File: src/shared/spc_consts.svh
`ifndef SPC_CONSTS_SVH
`define SPC_CONSTS_SVH

// ============================================================
// register offsets
`define SPC_OFF_CTRL      8'h00
`define SPC_OFF_MODE      8'h04
`define SPC_OFF_RXDATA    8'h08
`define SPC_OFF_TXDATA    8'h0C
`define SPC_OFF_STATUS    8'h10
`define SPC_OFF_IRQ_SET   8'h14
`define SPC_OFF_IRQ_CLR   8'h18
`define SPC_OFF_IRQ_VIEW  8'h1C
`define SPC_OFF_CFG0      8'h30

// ============================================================
// field positions
`define SPC_CTRL_EN_BIT       0
`define SPC_CTRL_DIS_BIT      1
`define SPC_MODE_PRESCALE_BIT 3
`define SPC_TX_SEL_LSB        16
`define SPC_TX_LAST_BIT       24
`define SPC_ST_ENABLED_BIT    16
`define SPC_ST_IDLE_LVL_BIT   17
`define SPC_ST_FREE_LVL_BIT   18

// event bits, shared by status, enable, disable and mask views
`define SPC_EV_RX_READY     0
`define SPC_EV_TX_FREE      1
`define SPC_EV_FAULT        2
`define SPC_EV_OVERFLOW     3
`define SPC_EV_RX_DONE      4
`define SPC_EV_TX_DONE      5
`define SPC_EV_RX_EXHAUST   6
`define SPC_EV_TX_EXHAUST   7
`define SPC_EV_SEL_RISE     8
`define SPC_EV_ALL_IDLE     9
`define SPC_NUM_EVENTS      10

// ============================================================
// reset values and timing
`define SPC_CFG_RESET       32'h0000_0000
`define SPC_CFG_WR_MASK     32'hFFFF_FFFB
`define SPC_PRESCALE        32
`define SPC_GAP_UNIT        32
`define SPC_MIN_BITS        8
`define SPC_MAX_BITS_CODE   4'h8
`define SPC_NUM_SEL         4

`endif

File: src/shared/spc_pkg.sv
`default_nettype none
package spc_pkg;

    typedef struct packed {
        logic [7:0] gap;
        logic [7:0] lead;
        logic [7:0] baud;
        logic [3:0] bits;
        logic       hold;
        logic       rsv;
        logic       sample_edge;
        logic       idle_level;
    } spc_cfg_s;

    typedef struct packed {
        logic [15:0] data;
        logic [1:0]  sel;
        logic        last;
    } spc_txreq_s;

    typedef enum logic [3:0] {
        ST_IDLE  = 4'h1,
        ST_LEAD  = 4'h2,
        ST_SHIFT = 4'h4,
        ST_GAP   = 4'h8
    } spc_state_e;

endpackage
`default_nettype wire

File: src/logic/spc_tick_div.sv
`timescale 1ns/1ns
`default_nettype none
`include "spc_consts.svh"

module spc_tick_div
#(
    parameter int RATIO = `SPC_PRESCALE
)
(
    input  wire logic core_clk,
    input  wire logic rst_n,
    input  wire logic prescale_on,
    output logic      tick
);

    logic [$clog2(RATIO)-1:0] cnt;

    always_ff @(posedge core_clk)
    begin
        if (!rst_n || !prescale_on)
            cnt <= '0;
        else
            cnt <= cnt + 1'b1;
    end

    assign tick = !prescale_on || (cnt == ($clog2(RATIO))'(RATIO - 1));

endmodule
`default_nettype wire

File: src/logic/spc_timer.sv
`timescale 1ns/1ns
`default_nettype none

module spc_timer
#(
    parameter int CNT_W = 16
)
(
    input  wire logic             core_clk,
    input  wire logic             rst_n,
    input  wire logic             tick,
    input  wire logic             load,
    input  wire logic [CNT_W-1:0] load_val,
    output logic                  fire
);

    logic [CNT_W-1:0] cnt;
    logic             armed;

    always_ff @(posedge core_clk)
    begin
        if (!rst_n)
        begin
            cnt   <= '0;
            armed <= 1'b0;
        end
        else if (load)
        begin
            cnt   <= load_val;
            armed <= 1'b1;
        end
        else if (tick && armed)
        begin
            if (cnt == '0)
                armed <= 1'b0;
            else
                cnt <= cnt - 1'b1;
        end
    end

    // fires on the tick that ends load_val+1 ticks
    assign fire = tick && armed && (cnt == '0);

endmodule
`default_nettype wire

File: src/logic/spc_core.sv
// Behaviour
// - write to tx data clears all-idle; set once holding, shifter and gap are done
// - read-only enabled flag shows whether the serial interface is on
// - writing ones to enable-set turns matching interrupts on; zeros ignored
// - writing ones to enable-clear turns matching interrupts off; zeros ignored
// - enable view reads one per enabled interrupt, same bit layout
// - per-select idle level of the serial clock: zero low, one high
// - per-select phase: zero changes on leading edge, one samples on it
// - hold bit zero drops select after transfer; one keeps it until select changes or a character flagged last ends
// - four-bit length code 0 to 8 gives 8 to 16 bits; higher reserved
// - serial clock is master clock over baud field, times 32 when prescaled
// - lead delay: zero is half a clock period, else field ticks
// - gap delay follows every character, before next one or select release
// - gap zero keeps duty cycle; else 32 times field plus half baud ticks
// - prescale mode derives all timing from master clock divided by fixed factor
`timescale 1ns/1ns
`default_nettype none
`include "spc_consts.svh"

module spc_core
    import spc_pkg::*;
#(
    parameter int CNT_W = 16
)
(
    input  wire logic        core_clk,
    input  wire logic        rst_n,
    input  wire logic [7:0]  reg_addr,
    input  wire logic [31:0] reg_wdata,
    input  wire logic        reg_wr,
    input  wire logic        reg_rd,
    output logic      [31:0] reg_rdata,
    output logic             serial_clock_out,
    output logic             serial_data_out,
    input  wire logic        serial_data_in,
    output logic      [3:0]  periph_select_lines_n,
    input  wire logic        select_in,
    input  wire logic        master_conflict_fault,
    input  wire logic        rx_count_done,
    input  wire logic        tx_count_done,
    input  wire logic        rx_counts_exhausted,
    input  wire logic        tx_counts_exhausted,
    output logic             irq
);

    // ============================================================
    // helpers
    function automatic logic hit(input logic [7:0] addr, input logic [7:0] off);
        return addr == off;
    endfunction

    function automatic logic cfg_hit(input logic [7:0] addr);
        return (addr[7:4] == `SPC_OFF_CFG0 >> 4) && (addr[1:0] == 2'h0);
    endfunction

    // reserved length codes fall back to the widest character
    function automatic logic [4:0] nbits(input logic [3:0] code);
        return (code > `SPC_MAX_BITS_CODE) ? 5'h10 : 5'(code) + 5'(`SPC_MIN_BITS);
    endfunction

    // a zero baud field is software's fault; clamp to avoid a dead timer
    function automatic logic [CNT_W-1:0] half_lo(input logic [7:0] baud);
        return (baud[7:1] == 7'h00) ? CNT_W'(1) : CNT_W'(baud[7:1]);
    endfunction

    function automatic logic [CNT_W-1:0] half_hi(input logic [7:0] baud);
        return (baud <= 8'h01) ? CNT_W'(1) : CNT_W'(baud) - half_lo(baud);
    endfunction

    // ============================================================
    // register state
    spc_cfg_s                    cfg [`SPC_NUM_SEL];
    spc_txreq_s                  hold_q;
    logic                        hold_full;
    logic                        enabled;
    logic                        disable_pend;
    logic                        prescale_on;
    logic [`SPC_NUM_EVENTS-1:0]  status;
    logic [`SPC_NUM_EVENTS-1:0]  mask;
    logic [15:0]                 rx_data;
    logic                        rx_full;
    logic                        idle_prev;
    logic                        sel_in_prev;

    // engine state
    spc_state_e                  state;
    spc_cfg_s                    cur_cfg;
    logic [1:0]                  cur_sel;
    logic                        cur_last;
    logic                        sel_active;
    logic [15:0]                 tx_sh;
    logic [15:0]                 rx_sh;
    logic [5:0]                  edge_cnt;

    logic                        wr_ctrl;
    logic                        wr_mode;
    logic                        wr_tx;
    logic                        wr_set;
    logic                        wr_clr;
    logic                        rd_status;
    logic                        rd_rx;
    logic                        tick;
    logic                        tmr_fire;
    logic                        tmr_load;
    logic [CNT_W-1:0]            tmr_val;
    spc_cfg_s                    new_cfg;
    logic                        do_edge;
    logic                        leading;
    logic                        last_edge;
    logic                        is_sample;
    logic                        is_change;
    logic                        decide;
    logic                        chain_ok;
    logic                        idle_start;
    logic                        switch_sel;
    logic                        load_now;
    logic                        all_idle;
    logic                        rx_store;
    logic [`SPC_NUM_EVENTS-1:0]  events;

    spc_state_e                  next_state;
    logic                        next_sel_active;
    logic [1:0]                  next_cur_sel;
    logic                        next_sck;
    logic [15:0]                 next_tx_sh;
    logic [15:0]                 next_rx_sh;
    logic [5:0]                  next_edge_cnt;

    assign wr_ctrl   = reg_wr && hit(reg_addr, `SPC_OFF_CTRL);
    assign wr_mode   = reg_wr && hit(reg_addr, `SPC_OFF_MODE);
    assign wr_tx     = reg_wr && hit(reg_addr, `SPC_OFF_TXDATA);
    assign wr_set    = reg_wr && hit(reg_addr, `SPC_OFF_IRQ_SET);
    assign wr_clr    = reg_wr && hit(reg_addr, `SPC_OFF_IRQ_CLR);
    assign rd_status = reg_rd && hit(reg_addr, `SPC_OFF_STATUS);
    assign rd_rx     = reg_rd && hit(reg_addr, `SPC_OFF_RXDATA);

    // ============================================================
    // timebase
    spc_tick_div u_tick_div
    (
        .core_clk    (core_clk),
        .rst_n       (rst_n),
        .prescale_on (prescale_on),
        .tick        (tick)
    );

    spc_timer #(.CNT_W(CNT_W)) u_timer
    (
        .core_clk (core_clk),
        .rst_n    (rst_n),
        .tick     (tick),
        .load     (tmr_load),
        .load_val (tmr_val),
        .fire     (tmr_fire)
    );

    // ============================================================
    // sequencing decisions
    assign new_cfg    = cfg[hold_q.sel];
    assign do_edge    = tmr_fire && (state == ST_LEAD || state == ST_SHIFT);
    assign leading    = !edge_cnt[0];
    assign last_edge  = do_edge && (edge_cnt == {nbits(cur_cfg.bits), 1'b0} - 6'h01);
    assign is_sample  = do_edge && (leading == cur_cfg.sample_edge);
    assign is_change  = do_edge && !is_sample && (edge_cnt != 6'h00) && !last_edge;
    assign decide     = (last_edge && cur_cfg.gap == 8'h00) || (state == ST_GAP && tmr_fire);
    assign chain_ok   = hold_full && hold_q.sel == cur_sel && !cur_last && enabled && !disable_pend;
    assign idle_start = state == ST_IDLE && hold_full && enabled && !disable_pend
                        && !(sel_active && hold_q.sel != cur_sel);
    assign switch_sel = state == ST_IDLE && hold_full && sel_active && hold_q.sel != cur_sel;
    assign load_now   = (decide && chain_ok) || idle_start;
    assign rx_store   = last_edge;
    assign all_idle   = state == ST_IDLE && !hold_full;

    always_comb
    begin
        next_state      = state;
        next_sel_active = sel_active;
        next_cur_sel    = cur_sel;
        next_sck        = do_edge ? !serial_clock_out : serial_clock_out;
        next_tx_sh      = is_change ? {tx_sh[14:0], 1'b0} : tx_sh;
        next_rx_sh      = is_sample ? {rx_sh[14:0], serial_data_in} : rx_sh;
        next_edge_cnt   = do_edge ? edge_cnt + 6'h01 : edge_cnt;
        tmr_load        = 1'b0;
        tmr_val         = '0;
        if (load_now)
        begin
            next_sel_active = 1'b1;
            next_cur_sel    = hold_q.sel;
            next_tx_sh      = hold_q.data << (5'h10 - nbits(new_cfg.bits));
            next_rx_sh      = '0;
            next_edge_cnt   = '0;
            tmr_load        = 1'b1;
            if (sel_active)
            begin
                // wait a low half before the next leading edge keeps the duty
                next_state = ST_SHIFT;
                tmr_val    = half_lo(new_cfg.baud) - CNT_W'(1);
            end
            else
            begin
                next_state = ST_LEAD;
                next_sck   = new_cfg.idle_level;
                tmr_val    = (new_cfg.lead == 8'h00) ? half_lo(new_cfg.baud) - CNT_W'(1)
                                                     : CNT_W'(new_cfg.lead) - CNT_W'(1);
            end
        end
        else if (switch_sel)
        begin
            next_sel_active = 1'b0;
        end
        else if (do_edge && !last_edge)
        begin
            next_state = ST_SHIFT;
            tmr_load   = 1'b1;
            tmr_val    = (leading ? half_hi(cur_cfg.baud) : half_lo(cur_cfg.baud))
                         - CNT_W'(1);
        end
        else if (last_edge && cur_cfg.gap != 8'h00)
        begin
            next_state = ST_GAP;
            tmr_load   = 1'b1;
            tmr_val    = CNT_W'(cur_cfg.gap * `SPC_GAP_UNIT) + CNT_W'(cur_cfg.baud[7:1])
                         - CNT_W'(1);
        end
        else if (decide)
        begin
            next_state      = ST_IDLE;
            next_sel_active = cur_cfg.hold && !cur_last;
        end
    end

    // ============================================================
    // engine registers and pins
    always_ff @(posedge core_clk)
    begin
        if (!rst_n)
        begin
            state                 <= ST_IDLE;
            sel_active            <= 1'b0;
            cur_sel               <= 2'h0;
            cur_last              <= 1'b0;
            cur_cfg               <= spc_cfg_s'(`SPC_CFG_RESET);
            tx_sh                 <= 16'h0000;
            rx_sh                 <= 16'h0000;
            edge_cnt              <= 6'h00;
            serial_clock_out      <= 1'b0;
            serial_data_out       <= 1'b0;
            periph_select_lines_n <= 4'hF;
        end
        else
        begin
            state            <= next_state;
            sel_active       <= next_sel_active;
            cur_sel          <= next_cur_sel;
            tx_sh            <= next_tx_sh;
            rx_sh            <= next_rx_sh;
            edge_cnt         <= next_edge_cnt;
            serial_clock_out <= next_sck;
            serial_data_out  <= next_tx_sh[15];
            for (int k = 0; k < `SPC_NUM_SEL; k++)
                periph_select_lines_n[k] <= !(next_sel_active && next_cur_sel == 2'(k));
            if (load_now)
            begin
                cur_cfg  <= new_cfg;
                cur_last <= hold_q.last;
            end
        end
    end

    // ============================================================
    // holding register, enable and mode
    always_ff @(posedge core_clk)
    begin
        if (!rst_n)
        begin
            hold_q    <= '0;
            hold_full <= 1'b0;
        end
        else if (wr_tx)
        begin
            // a write beside a load refills the just-emptied holder
            hold_q.data <= reg_wdata[15:0];
            hold_q.sel  <= reg_wdata[`SPC_TX_SEL_LSB +: 2];
            hold_q.last <= reg_wdata[`SPC_TX_LAST_BIT];
            hold_full   <= 1'b1;
        end
        else if (load_now)
        begin
            hold_full <= 1'b0;
        end
    end

    always_ff @(posedge core_clk)
    begin
        if (!rst_n)
        begin
            enabled      <= 1'b0;
            disable_pend <= 1'b0;
            prescale_on  <= 1'b0;
        end
        else
        begin
            if (wr_mode)
                prescale_on <= reg_wdata[`SPC_MODE_PRESCALE_BIT];
            // disable waits for the current character; disable beats enable
            if (wr_ctrl && reg_wdata[`SPC_CTRL_DIS_BIT])
                disable_pend <= 1'b1;
            else if (wr_ctrl && reg_wdata[`SPC_CTRL_EN_BIT])
            begin
                enabled      <= 1'b1;
                disable_pend <= 1'b0;
            end
            else if (disable_pend && state == ST_IDLE)
            begin
                enabled      <= 1'b0;
                disable_pend <= 1'b0;
            end
        end
    end

    always_ff @(posedge core_clk)
    begin
        if (!rst_n)
            for (int k = 0; k < `SPC_NUM_SEL; k++)
                cfg[k] <= spc_cfg_s'(`SPC_CFG_RESET);
        else if (reg_wr && cfg_hit(reg_addr))
            cfg[reg_addr[3:2]] <= spc_cfg_s'(reg_wdata & `SPC_CFG_WR_MASK);
    end

    // ============================================================
    // receive word
    always_ff @(posedge core_clk)
    begin
        if (!rst_n)
        begin
            rx_data <= 16'h0000;
            rx_full <= 1'b0;
        end
        else if (rx_store)
        begin
            rx_data <= is_sample ? {rx_sh[14:0], serial_data_in} : rx_sh;
            rx_full <= 1'b1;
        end
        else if (rd_rx)
        begin
            rx_full <= 1'b0;
        end
    end

    // ============================================================
    // events, status, mask, interrupt
    always_comb
    begin
        events                       = '0;
        events[`SPC_EV_RX_READY]     = rx_store;
        events[`SPC_EV_TX_FREE]      = load_now || (wr_ctrl && reg_wdata[`SPC_CTRL_EN_BIT]
                                       && !reg_wdata[`SPC_CTRL_DIS_BIT]);
        events[`SPC_EV_FAULT]        = master_conflict_fault;
        events[`SPC_EV_OVERFLOW]     = rx_store && rx_full && !rd_rx;
        events[`SPC_EV_RX_DONE]      = rx_count_done;
        events[`SPC_EV_TX_DONE]      = tx_count_done;
        events[`SPC_EV_RX_EXHAUST]   = rx_counts_exhausted;
        events[`SPC_EV_TX_EXHAUST]   = tx_counts_exhausted;
        events[`SPC_EV_SEL_RISE]     = select_in && !sel_in_prev;
        events[`SPC_EV_ALL_IDLE]     = all_idle && !idle_prev;
    end

    always_ff @(posedge core_clk)
    begin
        if (!rst_n)
        begin
            status      <= '0;
            idle_prev   <= 1'b1;
            sel_in_prev <= 1'b1;
        end
        else
        begin
            idle_prev   <= all_idle;
            sel_in_prev <= select_in;
            // a set in the clearing read's cycle survives
            status <= (rd_status ? '0 : status) | events;
        end
    end

    always_ff @(posedge core_clk)
    begin
        if (!rst_n)
            mask <= '0;
        else if (wr_set)
            mask <= mask | reg_wdata[`SPC_NUM_EVENTS-1:0];
        else if (wr_clr)
            mask <= mask & ~reg_wdata[`SPC_NUM_EVENTS-1:0];
    end

    always_ff @(posedge core_clk)
    begin
        if (!rst_n)
            irq <= 1'b0;
        else
            irq <= |(status & mask);
    end

    // ============================================================
    // read port: data only in the cycle after the strobe
    always_ff @(posedge core_clk)
    begin
        if (!rst_n || !reg_rd)
            reg_rdata <= 32'h0000_0000;
        else if (hit(reg_addr, `SPC_OFF_STATUS))
        begin
            reg_rdata                       <= 32'(status);
            reg_rdata[`SPC_ST_ENABLED_BIT]  <= enabled;
            reg_rdata[`SPC_ST_IDLE_LVL_BIT] <= all_idle;
            reg_rdata[`SPC_ST_FREE_LVL_BIT] <= !hold_full;
        end
        else if (hit(reg_addr, `SPC_OFF_IRQ_VIEW))
            reg_rdata <= 32'(mask);
        else if (hit(reg_addr, `SPC_OFF_RXDATA))
            reg_rdata <= {8'h00, 6'h00, cur_sel, rx_data};
        else if (hit(reg_addr, `SPC_OFF_MODE))
            reg_rdata <= 32'(prescale_on) << `SPC_MODE_PRESCALE_BIT;
        else if (cfg_hit(reg_addr))
            reg_rdata <= 32'(cfg[reg_addr[3:2]]);
        else
            reg_rdata <= 32'h0000_0000;
    end

endmodule
`default_nettype wire

File: config.mk
export PLATFORM = sky130hd
export DESIGN_NAME = spc_core
export DESIGN_NICKNAME = d
export VERILOG_FILES = /design/src/shared/spc_pkg.sv /design/src/logic/spc_tick_div.sv /design/src/logic/spc_timer.sv /design/src/logic/spc_core.sv
export VERILOG_INCLUDE_DIRS = /design/src /design/src/shared
export SDC_FILE = /design/constraint.sdc
export NUM_CORES = 1
export LEC_CHECK = 0
export BUFFER_PORTS_ARGS = -buffer_cell sky130_fd_sc_hd__buf_4
export CORE_UTILIZATION = 55
export DETAILED_ROUTE_END_ITERATION = 16
export PLACE_DENSITY = 0.76
export SYNTH_ARGS = -nofsm -noshare
export SYNTH_HDL_FRONTEND = slang
export SYNTH_SLANG_ARGS = --single-unit
File: constraint.sdc
create_clock -name core_clk -period 4.1 [get_ports core_clk]
set_input_delay 0.205 -clock core_clk [delete_from_list [all_inputs] [get_ports core_clk]]
set_output_delay 0.205 -clock core_clk [all_outputs]
set_load 0.05 [all_outputs]
==> results_dict.tcl <==
set metrics [dict create \
    grt_antenna_before_repair 0 \
    period_share_pct 90.4 \
    multi_input_area_um2 7780 \
    cts_buffers 34 \
    fillers 2243 \
    worstPathRequired_ns 4.57 \
    track_usage_pct 29.5 \
    grt_overflow 0 \
    dpl.hpwl_um 30800 \
    vdd_ir_drop_max_uv 359 \
    yosysSeqAreaShare_pct 47.3 \
    ys.warnings.count 0 \
    grt_pass1_wl_um 69300 \
    worst_hold_slack_ns 0.0116 \
    num_antenna_cells 0 \
    synth.distinct_cells 87 \
    die_h_um 173 \
    ios 90 \
    start_kind "flop" \
    dr.first_iter.drc_count 1277 \
    timing.fmax_mhz 270 \
    power.density_nw_per_um2 365 \
    grt_max_degree 40 \
    worstSkewPairLatency_ns 0.53 \
    routed_via_density 6.08 \
    h-tree-depth 2 \
    fin_worst_skew_ns 0.0152 \
    drtPass1Iterations 10 \
    fin_crit_ns 3.71 \
    seqCellArea_um2 7570 \
    portBuffers 89 \
    crit_fanout 6 \
    rows 62 \
    crit_type "flop to flop" \
    clk_pin_slew_ns 0.06 \
    cts_tree "built" \
    synthCells 1619 \
    status "completed" \
    ant_nets 0 \
    vias 12900 \
    final_hold_viol_count 0 \
    core_area_um2 28600 \
    syn_nets 1712 \
    design_area_um2 18500 \
    slew_violations 0 \
    synth-edff-count 124 \
    clkSinkCount 316 \
    fin_nets 1808 \
    root_buffer "clkbuf_16" \
    grt_pass1_vias 12500 \
    avgSynthCellArea_um2 9.88 \
    area_delta_synth_final_pct 15.4 \
    place.gp.congestion 0.911 \
    setup_viol 0 \
    ys_seq_elements 316 \
    tns_ns 0 \
    synth_area_um2 16000 \
    synthFlopType "dfxtp_1" \
    p_leak_uw 0.00698 \
    drc 0 \
    routed_wl_um 44200 \
    worstPathArrival_ns 4.17 \
    grt_setup_unrepaired "no" \
    cap_viol_max_count 0 \
    drive_gt1_share_pct 16.4 \
    start_util_pct 55.9 \
    place_area_um2 17100 \
    hp-class "input pin to flop" \
    endpoint_kind "flop" \
    synthArstFlopShare_pct 0 \
    clockBufferDepth 3 \
    wl_per_cell_um 20.8 \
    postCtsResizedCells 0 \
    worstMarginPinSlew_ns 0.952 \
    die_area_um2 29800 \
    die_w_um 173 \
    relSlewSlack_pct 36.2 \
]
## through the flow
stage,std cells,worst slack (ns),power [uW],utilization (%)
final,2125,0.393,6740,64.5
after global routing,2125,0.182,6910,64.5
after CTS,2125,0.404,6750,64.5
after detailed placement,2036,0.422,3810,59.8
after global placement,2036,0.552,3800,59.8
after floorplan,1619,0.198,3650,-
## synth_stat cells (9+ instances only)
cell        n  area (um^2)
edfxtp_1  124         3720
nor2_1    212          796
xor2_1     17          149
clkbuf_1   72          270
a31oi_1    16          100
nand3_1    32          160
a21oi_1   122          611
inv_1      79          297
o21ai_1    16         80.1
dfxtp_1   192         3840
and3_1      9         56.3
a222oi_1    9         90.1
buf_2      15         75.1
nor3_1     25          125
o21ai_0    41          205
nand2_1   219          822
mux2i_1    49          490
nor2b_1    23          144
xnor2_1    34          298
mux4_2     64         1440
a22oi_1    17          128
ha_1       40          500
a211oi_1   22          165
nand2b_1   16          100
## metal layers
metal / GRT usage (%) / vias up / routed length, um
li1: - / 5982 / -
met1: 41.1 / 6204 / 17800
met2: 46.1 / 618 / 20500
met3: 5.10 / 109 / 4400
met4: 11.6 / 0 / 1480
met5: 0 / - / 0
## flip-flops by register name (all words and copies together) (netlist names), 6 cells and up, named ones only
signal / cells
status: 10
tx_sh: 15
reg_rdata: 32
hold_q: 19
edge_cnt: 6
rx_sh: 16
cfg: 124
cur_cfg: 22
u_timer.cnt: 16
rx_data: 16
## power by group
part	switching [uW]	internal, uW
clock	1270	1690
sequential	38.1	3330
combinational	233	173
## layout make-up
cell class / instances / area share (%)
inverters: 80 / 1.63
clock buffers: 48 / 5.12
well taps: 384 / 2.60
clock inverters: 14 / 0.630
flip-flops and latches: 316 / 41.0
repair buffers: 156 / 6.85
multi-input cells: 1127 / 42.2
## cells in the final DEF (no fill, tap or decap), drive strengths merged, types with 6 or more instances in the layout
cell / Yosys / final
or3: 7 / 7
buf: 24 / 129
and3: 10 / 10
clkinv: 0 / 10
or2: 6 / 6
xor2: 17 / 17
nand4: 7 / 7
ha: 40 / 40
dlygate4sd3: 0 / 27
dfxtp: 192 / 192
a222oi: 9 / 9
o211ai: 8 / 8
nand2: 219 / 219
nor4b: 7 / 7
mux2i: 49 / 49
inv: 80 / 83
mux4: 64 / 64
nand2b: 16 / 16
nor3: 28 / 28
a21oi: 123 / 123
nand3: 32 / 32
o21ai: 60 / 60
clkbuf: 72 / 48
a211oi: 22 / 22
a31oi: 17 / 17
nor3b: 7 / 7
nor2: 213 / 213
xnor2: 35 / 35
nor2b: 23 / 23
nor4: 7 / 7
a22oi: 17 / 17
o31ai: 6 / 6
edfxtp: 124 / 124
o211a: 6 / 6
## cells by family after synthesis
logic type	Yosys count	share of synthesized area [%]
muxes	117	12.4
adders and majority gates	42	3.38
and+or+nand+nor	598	16.9
AOI/OAI and AO/OA	318	12.9
DFF	316	47.3
xor gates and xnor gates	52	2.89
buffers and inverters	176	4.27
## worst max-delay path: stages (launching register included)
cell and delay (ns):
dfxtp_1 0.35, inv_1 0.21, ha_1 0.20, nand2_1 0.08, o41ai_1 0.26, ha_1 0.26
o21bai_1 0.11, and3_4 0.18, or4_1 0.46, a32o_2 0.30, or3_4 0.43, o41ai_2 0.32
nand2_1 0.13, a31oi_1 0.21, o21a_1 0.14
## final timing paths
check	startpoint	endpoint	slack, ns	cells past startpoint
setup / recovery	cur_cfg[10]	u_timer.cnt[14]	0.39	14
hold / removal	reg_wdata[26]	cfg[3][25]	0.01	3
setup reg to reg	cur_cfg[10]	u_timer.cnt[14]	0.39	14
hold reg to reg	u_tick_div.cnt[0]	u_tick_div.cnt[0]	0.45	1
## what timing repair did
item                                   CTS  global route
endpoints found under the hold margin   36             0
buffers inserted                         0             0
hold buffers                            27             0
Note: power is estimated with default switching activity, not from simulation.
